File: src/design/pam_pkg.sv
// Constants, register map and carrier types of the profile and access monitor.
// Assumes one monitor clock of 20 MHz shared with the observed bus interface.
package pam_pkg;

	// Clock and measurement timing.
	localparam int CLK_PERIOD_NS = 50;
	localparam int RES_UNIT_NS = 10;
	localparam int CLK_UNITS = CLK_PERIOD_NS / RES_UNIT_NS;
	localparam int RES_10NS_NS = 10;
	localparam int RES_20NS_NS = 20;
	localparam int RES_40NS_NS = 40;
	localparam int RES_80NS_NS = 80;
	localparam int RES_160NS_NS = 160;
	localparam int RES_1600NS_NS = 1600;

	// Counter and bus widths.
	localparam int TIME_W = 40;
	localparam int PASS_W = 16;
	localparam int ADDR_W = 24;
	localparam int TASK_W = 2;
	localparam int DATA_W = 32;
	localparam int REG_AW = 8;

	// Register word addresses.
	localparam logic [7:0] REG_CTRL = 8'h00;
	localparam logic [7:0] REG_INTERVAL = 8'h01;
	localparam logic [7:0] REG_STATUS = 8'h02;
	localparam logic [7:0] REG_MASK = 8'h03;
	localparam logic [7:0] REG_BRK_SEL = 8'h04;
	localparam logic [7:0] REG_TRC_SEL = 8'h05;
	localparam logic [7:0] REG_STACK_LO = 8'h06;
	localparam logic [7:0] REG_STACK_HI = 8'h07;
	localparam logic [7:0] REG_PTIME_LO = 8'h08;
	localparam logic [7:0] REG_PTIME_HI = 8'h09;
	localparam logic [7:0] REG_PCOUNT = 8'h0A;
	localparam logic [7:0] REG_STIME_LO = 8'h0B;
	localparam logic [7:0] REG_STIME_HI = 8'h0C;
	localparam logic [7:0] REG_TRACK_BASE = 8'h0D;
	localparam logic [7:0] REG_BLK_BASE = 8'h10;
	localparam logic [7:0] REG_TSK_BASE = 8'h50;

	// Control register bits.
	localparam int CTRL_STACK_EN = 0;
	localparam int CTRL_UNINIT_EN = 1;
	localparam int CTRL_CLR_PROF = 2;
	localparam int CTRL_CLR_MAP = 3;

	// Block attribute register: bits 2:0 attribute, bit 3 block in use.
	localparam int BLK_EN_BIT = 3;

	// Event bit positions in status, mask and trigger selects.
	localparam int EV_PROT = 0;
	localparam int EV_UNINIT = 1;
	localparam int EV_STACK = 2;
	localparam int EV_PERF_OVF = 3;
	localparam int EV_PROF_OVF = 4;
	localparam int EV_TRACE_OVF = 5;
	localparam int EV_TASK_STACK = 6;
	localparam int EV_DISPATCH = 7;
	localparam int EV_N = 8;

	// Reset values.
	localparam logic [2:0] INTERVAL_RST = 3'h0;
	localparam logic [DATA_W-1:0] REG_RST = 32'h0000_0000;

	typedef enum logic [2:0] {
		INT_10NS = 3'b000,
		INT_20NS = 3'b001,
		INT_40NS = 3'b010,
		INT_80NS = 3'b011,
		INT_160NS = 3'b100,
		INT_1600NS = 3'b101
	} interval_t;

	typedef enum logic [2:0] {
		ATTR_RW = 3'b000,
		ATTR_RO = 3'b001,
		ATTR_WO = 3'b010,
		ATTR_DIS = 3'b011,
		ATTR_DIS_OS = 3'b100
	} attr_t;

	// One observed bus access of the target core.
	typedef struct packed {
		logic valid;
		logic write;
		logic os;
		logic [TASK_W-1:0] task_id;
		logic [ADDR_W-1:0] addr;
	} access_t;

endpackage : pam_pkg

File: src/design/profile_access_monitor.sv
// Profile timer, pass counter and exceptional event detector of a target monitor.
// Assumes the target access, stack and task signals are synchronous to I_MCLK.
//
// Behaviour
// - Timer resolution is chosen from 10, 20, 40, 80, 160 ns or 1.6 us.
// - Changing the measurement interval clears all accumulated profile results.
// - Execution time is measured with a 40-bit counter.
// - Passes are counted by a 16-bit counter reaching at most 65,535.
// - Profile overflow event when time or pass counter exceeds its maximum.
// - Access-protection event when an access breaks the addressed word attribute.
// - Written words of a TRACK_WORDS window are tracked; reading an unwritten word there raises an event.
// - Stack violation event when stack pointer leaves configured stack limits.
// - Performance overflow event when the section time counter overflows.
// - Trace overflow event when trace storage fills beyond capacity.
// - Task stack event when a task writes another task's stack region.
// - Dispatch event whenever the running task changes.
// - Attributes per word: read-write, read-only, write-only, disabled, disabled-except-OS.
// - Disabled-except-OS words flag every access not coming from OS code.
// - After reset all addresses are read-write, so nothing is flagged.
// - Sixteen comparison blocks hold protected regions; no more regions exist.
// - Flag writes to read-only, reads of write-only, any access to disabled.
// - Selected events drive breakpoint and trace point trigger outputs.
`timescale 1ns/1ps

module profile_access_monitor #(
	parameter int NUM_BLOCKS = 16,
	parameter int TRACK_WORDS = 256,
	parameter int NUM_TASKS = 4
) (
	// Clock and reset.
	input wire logic I_MCLK,
	input wire logic I_RST_N,
	// Register port.
	input wire logic [pam_pkg::REG_AW-1:0] I_ADDR,
	input wire logic [pam_pkg::DATA_W-1:0] I_WDATA,
	input wire logic I_WR,
	input wire logic I_RD,
	output logic [pam_pkg::DATA_W-1:0] O_RDATA,
	// Observed target.
	input wire pam_pkg::access_t I_ACC,
	input wire logic [pam_pkg::ADDR_W-1:0] I_SP,
	input wire logic I_SP_VALID,
	input wire logic [pam_pkg::TASK_W-1:0] I_TASK_ID,
	input wire logic I_TASK_VALID,
	input wire logic I_PROF_ENTER,
	input wire logic I_PROF_ACTIVE,
	input wire logic I_SECT_ACTIVE,
	input wire logic I_TRACE_WR,
	input wire logic I_TRACE_FULL,
	// Events and triggers.
	output logic O_IRQ,
	output logic [pam_pkg::EV_N-1:0] O_EVENT,
	output logic O_BRK_TRIG,
	output logic O_TRC_TRIG
);

	localparam int TW = pam_pkg::TIME_W;
	localparam int AW = pam_pkg::ADDR_W;
	localparam int MW = $clog2(TRACK_WORDS);
	localparam logic [TW-1:0] TIME_MAX = {TW{1'b1}};
	localparam logic [pam_pkg::PASS_W-1:0] PASS_MAX = {pam_pkg::PASS_W{1'b1}};

	logic [7:0] ctrl_reg;
	pam_pkg::interval_t interval_reg;
	logic [pam_pkg::EV_N-1:0] status_reg;
	logic [pam_pkg::EV_N-1:0] mask_reg;
	logic [pam_pkg::EV_N-1:0] brk_sel_reg;
	logic [pam_pkg::EV_N-1:0] trc_sel_reg;
	logic [AW-1:0] stack_lo_reg;
	logic [AW-1:0] stack_hi_reg;
	logic [AW-1:0] track_base_reg;
	logic [AW-1:0] blk_start_reg [NUM_BLOCKS];
	logic [AW-1:0] blk_end_reg [NUM_BLOCKS];
	logic [3:0] blk_attr_reg [NUM_BLOCKS];
	logic [AW-1:0] tsk_lo_reg [NUM_TASKS];
	logic [AW-1:0] tsk_hi_reg [NUM_TASKS];
	logic [TW-1:0] time_reg [2];
	logic [pam_pkg::PASS_W-1:0] pass_reg;
	logic [7:0] acc_reg;
	logic [7:0] acc_next;
	logic [2:0] tick_n;
	logic [TRACK_WORDS-1:0] written_reg;
	logic [pam_pkg::TASK_W-1:0] task_reg;
	logic [pam_pkg::EV_N-1:0] ev;
	logic [2:0] tmr_ovf;
	logic clr_prof;
	logic blk_hit_any;
	logic [3:0] blk_attr_sel;
	logic [NUM_BLOCKS-1:0] blk_hit;
	logic [NUM_TASKS-1:0] tsk_hit;
	logic [AW-1:0] map_off;
	logic [pam_pkg::DATA_W-1:0] rdata_next;
	logic [7:0] sum;

	// Changing the interval would mix ticks of two resolutions, so results restart.
	assign clr_prof = (I_WR && I_ADDR == pam_pkg::REG_INTERVAL && I_WDATA[2:0] != interval_reg)
		|| (I_WR && I_ADDR == pam_pkg::REG_CTRL && I_WDATA[pam_pkg::CTRL_CLR_PROF]);

	// The clock is slower than the finest resolutions, so each cycle may add several ticks.
	always_comb begin
		sum = acc_reg + 8'(pam_pkg::CLK_UNITS);
		tick_n = 3'h0;
		acc_next = 8'h00;
		unique case (interval_reg)
			pam_pkg::INT_10NS: begin
				tick_n = 3'(sum / 8'(pam_pkg::RES_10NS_NS / pam_pkg::RES_UNIT_NS));
				acc_next = 8'(sum % 8'(pam_pkg::RES_10NS_NS / pam_pkg::RES_UNIT_NS));
			end
			pam_pkg::INT_20NS: begin
				tick_n = 3'(sum / 8'(pam_pkg::RES_20NS_NS / pam_pkg::RES_UNIT_NS));
				acc_next = 8'(sum % 8'(pam_pkg::RES_20NS_NS / pam_pkg::RES_UNIT_NS));
			end
			pam_pkg::INT_40NS: begin
				tick_n = 3'(sum / 8'(pam_pkg::RES_40NS_NS / pam_pkg::RES_UNIT_NS));
				acc_next = 8'(sum % 8'(pam_pkg::RES_40NS_NS / pam_pkg::RES_UNIT_NS));
			end
			pam_pkg::INT_80NS: begin
				tick_n = 3'(sum / 8'(pam_pkg::RES_80NS_NS / pam_pkg::RES_UNIT_NS));
				acc_next = 8'(sum % 8'(pam_pkg::RES_80NS_NS / pam_pkg::RES_UNIT_NS));
			end
			pam_pkg::INT_160NS: begin
				tick_n = 3'(sum / 8'(pam_pkg::RES_160NS_NS / pam_pkg::RES_UNIT_NS));
				acc_next = 8'(sum % 8'(pam_pkg::RES_160NS_NS / pam_pkg::RES_UNIT_NS));
			end
			pam_pkg::INT_1600NS: begin
				tick_n = 3'(sum / 8'(pam_pkg::RES_1600NS_NS / pam_pkg::RES_UNIT_NS));
				acc_next = 8'(sum % 8'(pam_pkg::RES_1600NS_NS / pam_pkg::RES_UNIT_NS));
			end
			default: begin
				tick_n = 3'h0;
				acc_next = 8'h00;
			end
		endcase
	end

	always_ff @(posedge I_MCLK or negedge I_RST_N) begin
		if (!I_RST_N) begin
			acc_reg <= 8'h00;
		end else if (clr_prof) begin
			acc_reg <= 8'h00;
		end else begin
			acc_reg <= acc_next;
		end
	end

	// Timer 0 measures the profiled function or task, timer 1 the program section.
	genvar gt;
	generate
		for (gt = 0; gt < 2; gt++) begin : g_timer
			logic run;
			logic [TW:0] nxt;
			assign run = (gt == 0) ? I_PROF_ACTIVE : I_SECT_ACTIVE;
			assign nxt = {1'b0, time_reg[gt]} + (TW+1)'(tick_n);
			assign tmr_ovf[gt] = run && nxt[TW];
			always_ff @(posedge I_MCLK or negedge I_RST_N) begin
				if (!I_RST_N) begin
					time_reg[gt] <= '0;
				end else if (clr_prof) begin
					time_reg[gt] <= '0;
				end else if (run) begin
					time_reg[gt] <= nxt[TW] ? TIME_MAX : nxt[TW-1:0];
				end
			end
		end
	endgenerate

	assign tmr_ovf[2] = I_PROF_ENTER && pass_reg == PASS_MAX;

	always_ff @(posedge I_MCLK or negedge I_RST_N) begin
		if (!I_RST_N) begin
			pass_reg <= '0;
		end else if (clr_prof) begin
			pass_reg <= '0;
		end else if (I_PROF_ENTER && pass_reg != PASS_MAX) begin
			pass_reg <= pass_reg + 16'h0001;
		end
	end

	// Block compare; the lowest hit block decides, no hit leaves read-write.
	genvar gb;
	generate
		for (gb = 0; gb < NUM_BLOCKS; gb++) begin : g_blk
			assign blk_hit[gb] = blk_attr_reg[gb][pam_pkg::BLK_EN_BIT]
				&& I_ACC.addr >= blk_start_reg[gb] && I_ACC.addr <= blk_end_reg[gb];
		end
		for (gb = 0; gb < NUM_TASKS; gb++) begin : g_tsk
			assign tsk_hit[gb] = I_ACC.valid && I_ACC.write && I_ACC.task_id != gb
				&& I_ACC.addr >= tsk_lo_reg[gb] && I_ACC.addr <= tsk_hi_reg[gb];
		end
	endgenerate

	always_comb begin
		blk_attr_sel = {1'b0, pam_pkg::ATTR_RW};
		blk_hit_any = 1'b0;
		for (int i = NUM_BLOCKS - 1; i >= 0; i--) begin
			if (blk_hit[i]) begin
				blk_attr_sel = blk_attr_reg[i];
				blk_hit_any = 1'b1;
			end
		end
	end

	assign map_off = I_ACC.addr - track_base_reg;

	always_comb begin
		ev = '0;
		if (I_ACC.valid && blk_hit_any) begin
			unique case (blk_attr_sel[2:0])
				pam_pkg::ATTR_RW: ev[pam_pkg::EV_PROT] = 1'b0;
				pam_pkg::ATTR_RO: ev[pam_pkg::EV_PROT] = I_ACC.write;
				pam_pkg::ATTR_WO: ev[pam_pkg::EV_PROT] = !I_ACC.write;
				pam_pkg::ATTR_DIS: ev[pam_pkg::EV_PROT] = 1'b1;
				pam_pkg::ATTR_DIS_OS: ev[pam_pkg::EV_PROT] = !I_ACC.os;
				default: ev[pam_pkg::EV_PROT] = 1'b0;
			endcase
		end
		ev[pam_pkg::EV_UNINIT] = ctrl_reg[pam_pkg::CTRL_UNINIT_EN] && I_ACC.valid
			&& !I_ACC.write && I_ACC.addr >= track_base_reg
			&& map_off < AW'(TRACK_WORDS) && !written_reg[map_off[MW-1:0]];
		ev[pam_pkg::EV_STACK] = ctrl_reg[pam_pkg::CTRL_STACK_EN] && I_SP_VALID
			&& (I_SP < stack_lo_reg || I_SP > stack_hi_reg);
		ev[pam_pkg::EV_PERF_OVF] = tmr_ovf[1];
		ev[pam_pkg::EV_PROF_OVF] = tmr_ovf[0] || tmr_ovf[2];
		ev[pam_pkg::EV_TRACE_OVF] = I_TRACE_WR && I_TRACE_FULL;
		ev[pam_pkg::EV_TASK_STACK] = |tsk_hit;
		ev[pam_pkg::EV_DISPATCH] = I_TASK_VALID && I_TASK_ID != task_reg;
	end

	// Written-word map covers a window only; a full-space map would need external memory.
	always_ff @(posedge I_MCLK or negedge I_RST_N) begin
		if (!I_RST_N) begin
			written_reg <= '0;
		end else if (I_WR && I_ADDR == pam_pkg::REG_CTRL && I_WDATA[pam_pkg::CTRL_CLR_MAP]) begin
			written_reg <= '0;
		end else if (I_ACC.valid && I_ACC.write && I_ACC.addr >= track_base_reg
				&& map_off < AW'(TRACK_WORDS)) begin
			written_reg[map_off[MW-1:0]] <= 1'b1;
		end
	end

	always_ff @(posedge I_MCLK or negedge I_RST_N) begin
		if (!I_RST_N) begin
			task_reg <= '0;
		end else if (I_TASK_VALID) begin
			task_reg <= I_TASK_ID;
		end
	end

	// Status is sticky; an event in the clearing cycle survives the clear.
	always_ff @(posedge I_MCLK or negedge I_RST_N) begin
		if (!I_RST_N) begin
			status_reg <= '0;
		end else if (I_WR && I_ADDR == pam_pkg::REG_STATUS) begin
			status_reg <= (status_reg & ~I_WDATA[pam_pkg::EV_N-1:0]) | ev;
		end else begin
			status_reg <= status_reg | ev;
		end
	end

	always_ff @(posedge I_MCLK or negedge I_RST_N) begin
		if (!I_RST_N) begin
			O_EVENT <= '0;
			O_BRK_TRIG <= 1'b0;
			O_TRC_TRIG <= 1'b0;
		end else begin
			O_EVENT <= ev;
			O_BRK_TRIG <= |(ev & brk_sel_reg);
			O_TRC_TRIG <= |(ev & trc_sel_reg);
		end
	end

	assign O_IRQ = |(status_reg & mask_reg);

	// Configuration registers; clear bits of the control register self-clear.
	always_ff @(posedge I_MCLK or negedge I_RST_N) begin
		if (!I_RST_N) begin
			ctrl_reg <= '0;
			interval_reg <= pam_pkg::interval_t'(pam_pkg::INTERVAL_RST);
			mask_reg <= '0;
			brk_sel_reg <= '0;
			trc_sel_reg <= '0;
			stack_lo_reg <= '0;
			stack_hi_reg <= '1;
			track_base_reg <= '0;
		end else begin
			ctrl_reg[pam_pkg::CTRL_CLR_PROF] <= 1'b0;
			ctrl_reg[pam_pkg::CTRL_CLR_MAP] <= 1'b0;
			if (I_WR) begin
				unique case (I_ADDR)
					pam_pkg::REG_CTRL: begin
						ctrl_reg[pam_pkg::CTRL_STACK_EN] <= I_WDATA[pam_pkg::CTRL_STACK_EN];
						ctrl_reg[pam_pkg::CTRL_UNINIT_EN] <= I_WDATA[pam_pkg::CTRL_UNINIT_EN];
					end
					pam_pkg::REG_INTERVAL: begin
						if (I_WDATA[2:0] <= pam_pkg::INT_1600NS) begin
							interval_reg <= pam_pkg::interval_t'(I_WDATA[2:0]);
						end
					end
					pam_pkg::REG_MASK: mask_reg <= I_WDATA[pam_pkg::EV_N-1:0];
					pam_pkg::REG_BRK_SEL: brk_sel_reg <= I_WDATA[pam_pkg::EV_N-1:0];
					pam_pkg::REG_TRC_SEL: trc_sel_reg <= I_WDATA[pam_pkg::EV_N-1:0];
					pam_pkg::REG_STACK_LO: stack_lo_reg <= I_WDATA[AW-1:0];
					pam_pkg::REG_STACK_HI: stack_hi_reg <= I_WDATA[AW-1:0];
					pam_pkg::REG_TRACK_BASE: track_base_reg <= I_WDATA[AW-1:0];
					default: ;
				endcase
			end
		end
	end

	// Block k sits at three words from REG_BLK_BASE + 4k: start, end, attribute.
	always_ff @(posedge I_MCLK or negedge I_RST_N) begin
		if (!I_RST_N) begin
			for (int i = 0; i < NUM_BLOCKS; i++) begin
				blk_start_reg[i] <= '0;
				blk_end_reg[i] <= '0;
				blk_attr_reg[i] <= 4'h0;
			end
			for (int i = 0; i < NUM_TASKS; i++) begin
				tsk_lo_reg[i] <= '1;
				tsk_hi_reg[i] <= '0;
			end
		end else if (I_WR) begin
			for (int i = 0; i < NUM_BLOCKS; i++) begin
				if (I_ADDR == 8'(pam_pkg::REG_BLK_BASE + 4 * i)) begin
					blk_start_reg[i] <= I_WDATA[AW-1:0];
				end
				if (I_ADDR == 8'(pam_pkg::REG_BLK_BASE + 4 * i + 1)) begin
					blk_end_reg[i] <= I_WDATA[AW-1:0];
				end
				if (I_ADDR == 8'(pam_pkg::REG_BLK_BASE + 4 * i + 2)) begin
					blk_attr_reg[i] <= I_WDATA[3:0];
				end
			end
			for (int i = 0; i < NUM_TASKS; i++) begin
				if (I_ADDR == 8'(pam_pkg::REG_TSK_BASE + 2 * i)) begin
					tsk_lo_reg[i] <= I_WDATA[AW-1:0];
				end
				if (I_ADDR == 8'(pam_pkg::REG_TSK_BASE + 2 * i + 1)) begin
					tsk_hi_reg[i] <= I_WDATA[AW-1:0];
				end
			end
		end
	end

	// Read data; unmapped addresses read as zero.
	always_comb begin
		rdata_next = pam_pkg::REG_RST;
		unique case (I_ADDR)
			pam_pkg::REG_CTRL: rdata_next = 32'(ctrl_reg[1:0]);
			pam_pkg::REG_INTERVAL: rdata_next = 32'(interval_reg);
			pam_pkg::REG_STATUS: rdata_next = 32'(status_reg);
			pam_pkg::REG_MASK: rdata_next = 32'(mask_reg);
			pam_pkg::REG_BRK_SEL: rdata_next = 32'(brk_sel_reg);
			pam_pkg::REG_TRC_SEL: rdata_next = 32'(trc_sel_reg);
			pam_pkg::REG_STACK_LO: rdata_next = 32'(stack_lo_reg);
			pam_pkg::REG_STACK_HI: rdata_next = 32'(stack_hi_reg);
			pam_pkg::REG_PTIME_LO: rdata_next = time_reg[0][31:0];
			pam_pkg::REG_PTIME_HI: rdata_next = 32'(time_reg[0][TW-1:32]);
			pam_pkg::REG_PCOUNT: rdata_next = 32'(pass_reg);
			pam_pkg::REG_STIME_LO: rdata_next = time_reg[1][31:0];
			pam_pkg::REG_STIME_HI: rdata_next = 32'(time_reg[1][TW-1:32]);
			pam_pkg::REG_TRACK_BASE: rdata_next = 32'(track_base_reg);
			default: begin
				for (int i = 0; i < NUM_BLOCKS; i++) begin
					if (I_ADDR == 8'(pam_pkg::REG_BLK_BASE + 4 * i)) rdata_next = 32'(blk_start_reg[i]);
					if (I_ADDR == 8'(pam_pkg::REG_BLK_BASE + 4 * i + 1)) rdata_next = 32'(blk_end_reg[i]);
					if (I_ADDR == 8'(pam_pkg::REG_BLK_BASE + 4 * i + 2)) rdata_next = 32'(blk_attr_reg[i]);
				end
				for (int i = 0; i < NUM_TASKS; i++) begin
					if (I_ADDR == 8'(pam_pkg::REG_TSK_BASE + 2 * i)) rdata_next = 32'(tsk_lo_reg[i]);
					if (I_ADDR == 8'(pam_pkg::REG_TSK_BASE + 2 * i + 1)) rdata_next = 32'(tsk_hi_reg[i]);
				end
			end
		endcase
	end

	always_ff @(posedge I_MCLK or negedge I_RST_N) begin
		if (!I_RST_N) begin
			O_RDATA <= pam_pkg::REG_RST;
		end else if (I_RD) begin
			O_RDATA <= rdata_next;
		end else begin
			O_RDATA <= pam_pkg::REG_RST;
		end
	end

endmodule : profile_access_monitor

File: config.mk
export PLATFORM = sky130hd
export DESIGN_NAME = profile_access_monitor
export DESIGN_NICKNAME = d
export VERILOG_FILES = /design/src/design/pam_pkg.sv /design/src/design/profile_access_monitor.sv
export SDC_FILE = /design/constraint.sdc
export NUM_CORES = 2
export LEC_CHECK = 0
export BUFFER_PORTS_ARGS = -buffer_cell sky130_fd_sc_hd__buf_4
export CAP_MARGIN = 20
export CORE_MARGIN = 3
export CORE_UTILIZATION = 52
export DETAILED_ROUTE_END_ITERATION = 8
export PLACE_DENSITY = 0.8
export SLEW_MARGIN = 10
export SYNTH_ARGS = -nofsm -noshare
export SYNTH_HDL_FRONTEND = slang
export SYNTH_SLANG_ARGS = --single-unit
File: constraint.sdc
create_clock -name I_MCLK -period 5.15 [get_ports I_MCLK]
set_input_delay 0.515 -clock I_MCLK [delete_from_list [all_inputs] [get_ports I_MCLK]]
set_output_delay 0.515 -clock I_MCLK [all_outputs]
set_load 0.02 [all_outputs]
==> results.toml <==
[floorplan]
dieHeight_um = 443
initial_core_util_pct = 52.6
dieArea_um2 = 196000
rows = 159
ios = 149
die_w_um = 443
core_um2 = 189000

[sta]
slew_headroom_pct = 21.7
max_freq_mhz = 206
fin_crit_sh_pct = 94.3
drv_slew = 0
hold_viol = 0
setup_viol_count_final = 0
worst_pin_slew_ps = 1140
min_period_ps = 4860
clock_skew_ps = 36.7

[global_route]
antenna_found_initial = 17
grt_max_degree = 166
grt_pass1_vias = 84800
track_usage_pct = 37.4
grt_pass1_wl_mm = 552
grt_overflow = 0

[final_layout]
stdcell_count = 12800
area_delta_synth_final_pct = 12.9
drive_gt1_share_pct = 22.2
nets = 11300
nFillCells = 15700
utilization_pct = 59.3

[routing]
routedWlPerCell_um = 29.4
first_iter_violations = 10700
vias_per_cell = 6.70
first_pass_iters = 9
drc_errors = 0
ant_nets = 0
postRouteWirelength_mm = 376
num_vias = 85700

[synth]
syn-instance-count = 9873
avgSynthCellArea_um2 = 10.0
netlist-cell-type-count = 90
yosys-top-cells-area = "dfrtp_1 (36%), ha_1 (13%), mux2_2 (13%)"
syn_nets = 11000
synth_top_area_cell = "dfrtp_1"
synth_edf_count = 0
yosysTopAreaCellShare_pct = 35.8
yosys_most_used_dff = "dfrtp_1"
synthArstFlopShare_pct = 100
ys_seq_elements = 1537
yosysWarnings = 0
syn_area_um2 = 99100
synth_seq_area_share_pct = 39.0

[clock_tree]
worstSkewPairLatency_ps = 870
cts_sinks = 1537
numCtsBuffers = 174
cts_max_path_buffers = 3
h-tree-depth = 4
cts_tree = "built"
root_buffer = "clkbuf_16"
path_clk_slew_ps = 60

[critical_path]
cp.arrival_ps = 5620
critical_path.max_fanout = 6
end_kind = "flop"
crit_type = "reg2reg"
required_ps = 5920
worst_setup_path_start_kind = "flop"

[flow_run]
maxCapViolCount = 0

[run_status]
outcome = "finished clean"

[hold_path]
hp-class = "in2reg"

[placed_design]
gp_congestion = 1.01
dpl.hpwl_mm = 266
io_buffers = 140
dp.cells = 12400

[pwr]
p_per_area_nw_per_um2 = 278
vdd_drop_max_mv = 0.287
leakage_uw = 0.0504
-- per-layer routing --
metal  vias up  share of wire [%]  track usage, %
met5         -              0.023               0
met4        12                7.8            24.6
met3      1361                 10            8.13
met2      4986                 44            57.2
met1     42800                 38            48.0
li1      36500                  -               -
-- repair_timing --
item	CTS	global route
buffers inserted	0	1
hold endpoints to repair	55	0
resized for setup	0	9
hold buffers	6	0
endpoints found under the setup margin	0	41
-- where the power goes --
part           total (uW)  internal [uW]  switching [uW]
Sequential          13200          12700             582
Combinational        4610           1750            2860
Clock               13300           7650            5610
Total               31100          22100            9050
-- cells in the final DEF (no fill, tap or decap), drive strengths merged, types with 45 or more instances in the layout --
master / count
dfrtp: 1417
mux2: 1128
inv: 1068
ha: 1042
buf: 611
nor2: 577
nand2: 552
a21oi: 517
o21ai: 419
o21a: 306
clkbuf: 265
nand4: 172
nand3: 168
a21o: 163
a221oi: 135
a22oi: 124
dfstp: 120
a211oi: 117
o211ai: 107
nor3: 107
o22ai: 85
mux4: 81
and3: 70
nand2b: 63
nor2b: 56
a31oi: 53
o221ai: 51
o31ai: 45
-- stage by stage --
stage	hold WS, ps	power, uW	setup TNS [ps]	area (um^2)	setup slack, ps
6_report	37.7	31100	0	112000	292
5_1_grt	32.9	32200	-2.13	112000	-2.13
4_1_cts	1.71	31000	0	112000	92.6
3_5_place_dp	454	17900	0	105000	107
3_3_place_gp	451	17700	0	105000	182
2_1_floorplan	219	15800	0	99100	16.7
-- cell type report --
cell class	instances	area, um^2	area share (%)
Tap cell	2495	3120	2.79
Clock buffer	264	5130	4.59
Clock inverter	57	926	0.827
Inverter	1063	3990	3.57
Sequential cell	1537	38600	34.5
Timing Repair Buffer	618	5460	4.88
Antenna cell	8	20.0	0.0179
Multi-Input combinational cell	6752	54700	48.8
-- path summary, 6_finish.rpt --
path,cells after the start,end,start,slack [ps]
setup / recovery,22,O_TRC_TRIG,acc_reg[0],290
hold / removal,3,pass_reg[12],I_PROF_ENTER,40
setup reg to reg,22,O_TRC_TRIG,acc_reg[0],290
hold reg to reg,1,written_reg[115],written_reg[115],490
max in group asynchronous,4,written_reg[114],I_RST_N,3250
min in group asynchronous,2,blk_end_reg[138],I_RST_N,200
-- synthesized netlist by cell type (15+ instances only) --
master     instances
a2111oi_0         36
a211o_1           19
a211oi_1         116
a21o_1           163
a21oi_1          516
a221o_1           33
a221oi_1         134
a222oi_1          30
a22oi_1          124
a311oi_1          34
a31oi_1           53
and2_1            23
and3_1            70
and4_1            40
buf_1             46
buf_2             20
clkbuf_1         445
dfrtp_1         1417
dfstp_2          120
ha_1            1042
inv_1           1063
mux2_2          1128
mux2i_1           36
mux4_2            81
nand2_1          552
nand2b_1          63
nand3_1          168
nand4_1          172
nor2_1           577
nor2b_1           56
nor3_1           106
nor4_1            32
o2111ai_1         37
o211ai_1         107
o21a_1           306
o21ai_0          410
o221ai_1          51
o22a_1            19
o22ai_1           85
o31ai_1           45
o32a_1            18
or3_1             15
or4_1             23
xnor2_1           15
xor2_1            21
-- critical path, stage by stage, from the launching register on --
cell and delay, ps:
dfrtp_1 440, ha_1 270, o2111ai_1 280, xnor2_2 200, o21ai_0 120, a21oi_1 170
a21oi_1 100, nor2_2 230, ha_1 210, inv_1 60, fa_1 390, inv_1 70
a21oi_1 150, or3_1 470, nor2_1 150, and3_2 240, and2_1 170, and4_2 340
a22o_1 360, nand2_1 90, nand3_1 80, a21oi_1 70, o2111ai_1 100
-- cells by family after synthesis --
logic type / share of synthesized area (%)
AO/OA/AOI/OAI: 16.9
XOR/XNOR: 0.318
buffers and inverters: 6.10
multiplexers: 15.0
AND/OR/NAND/NOR: 9.53
adder cells (fa/ha/maj): 13.2
flip-flops: 39.0
Power figures use the tool's default switching activity.
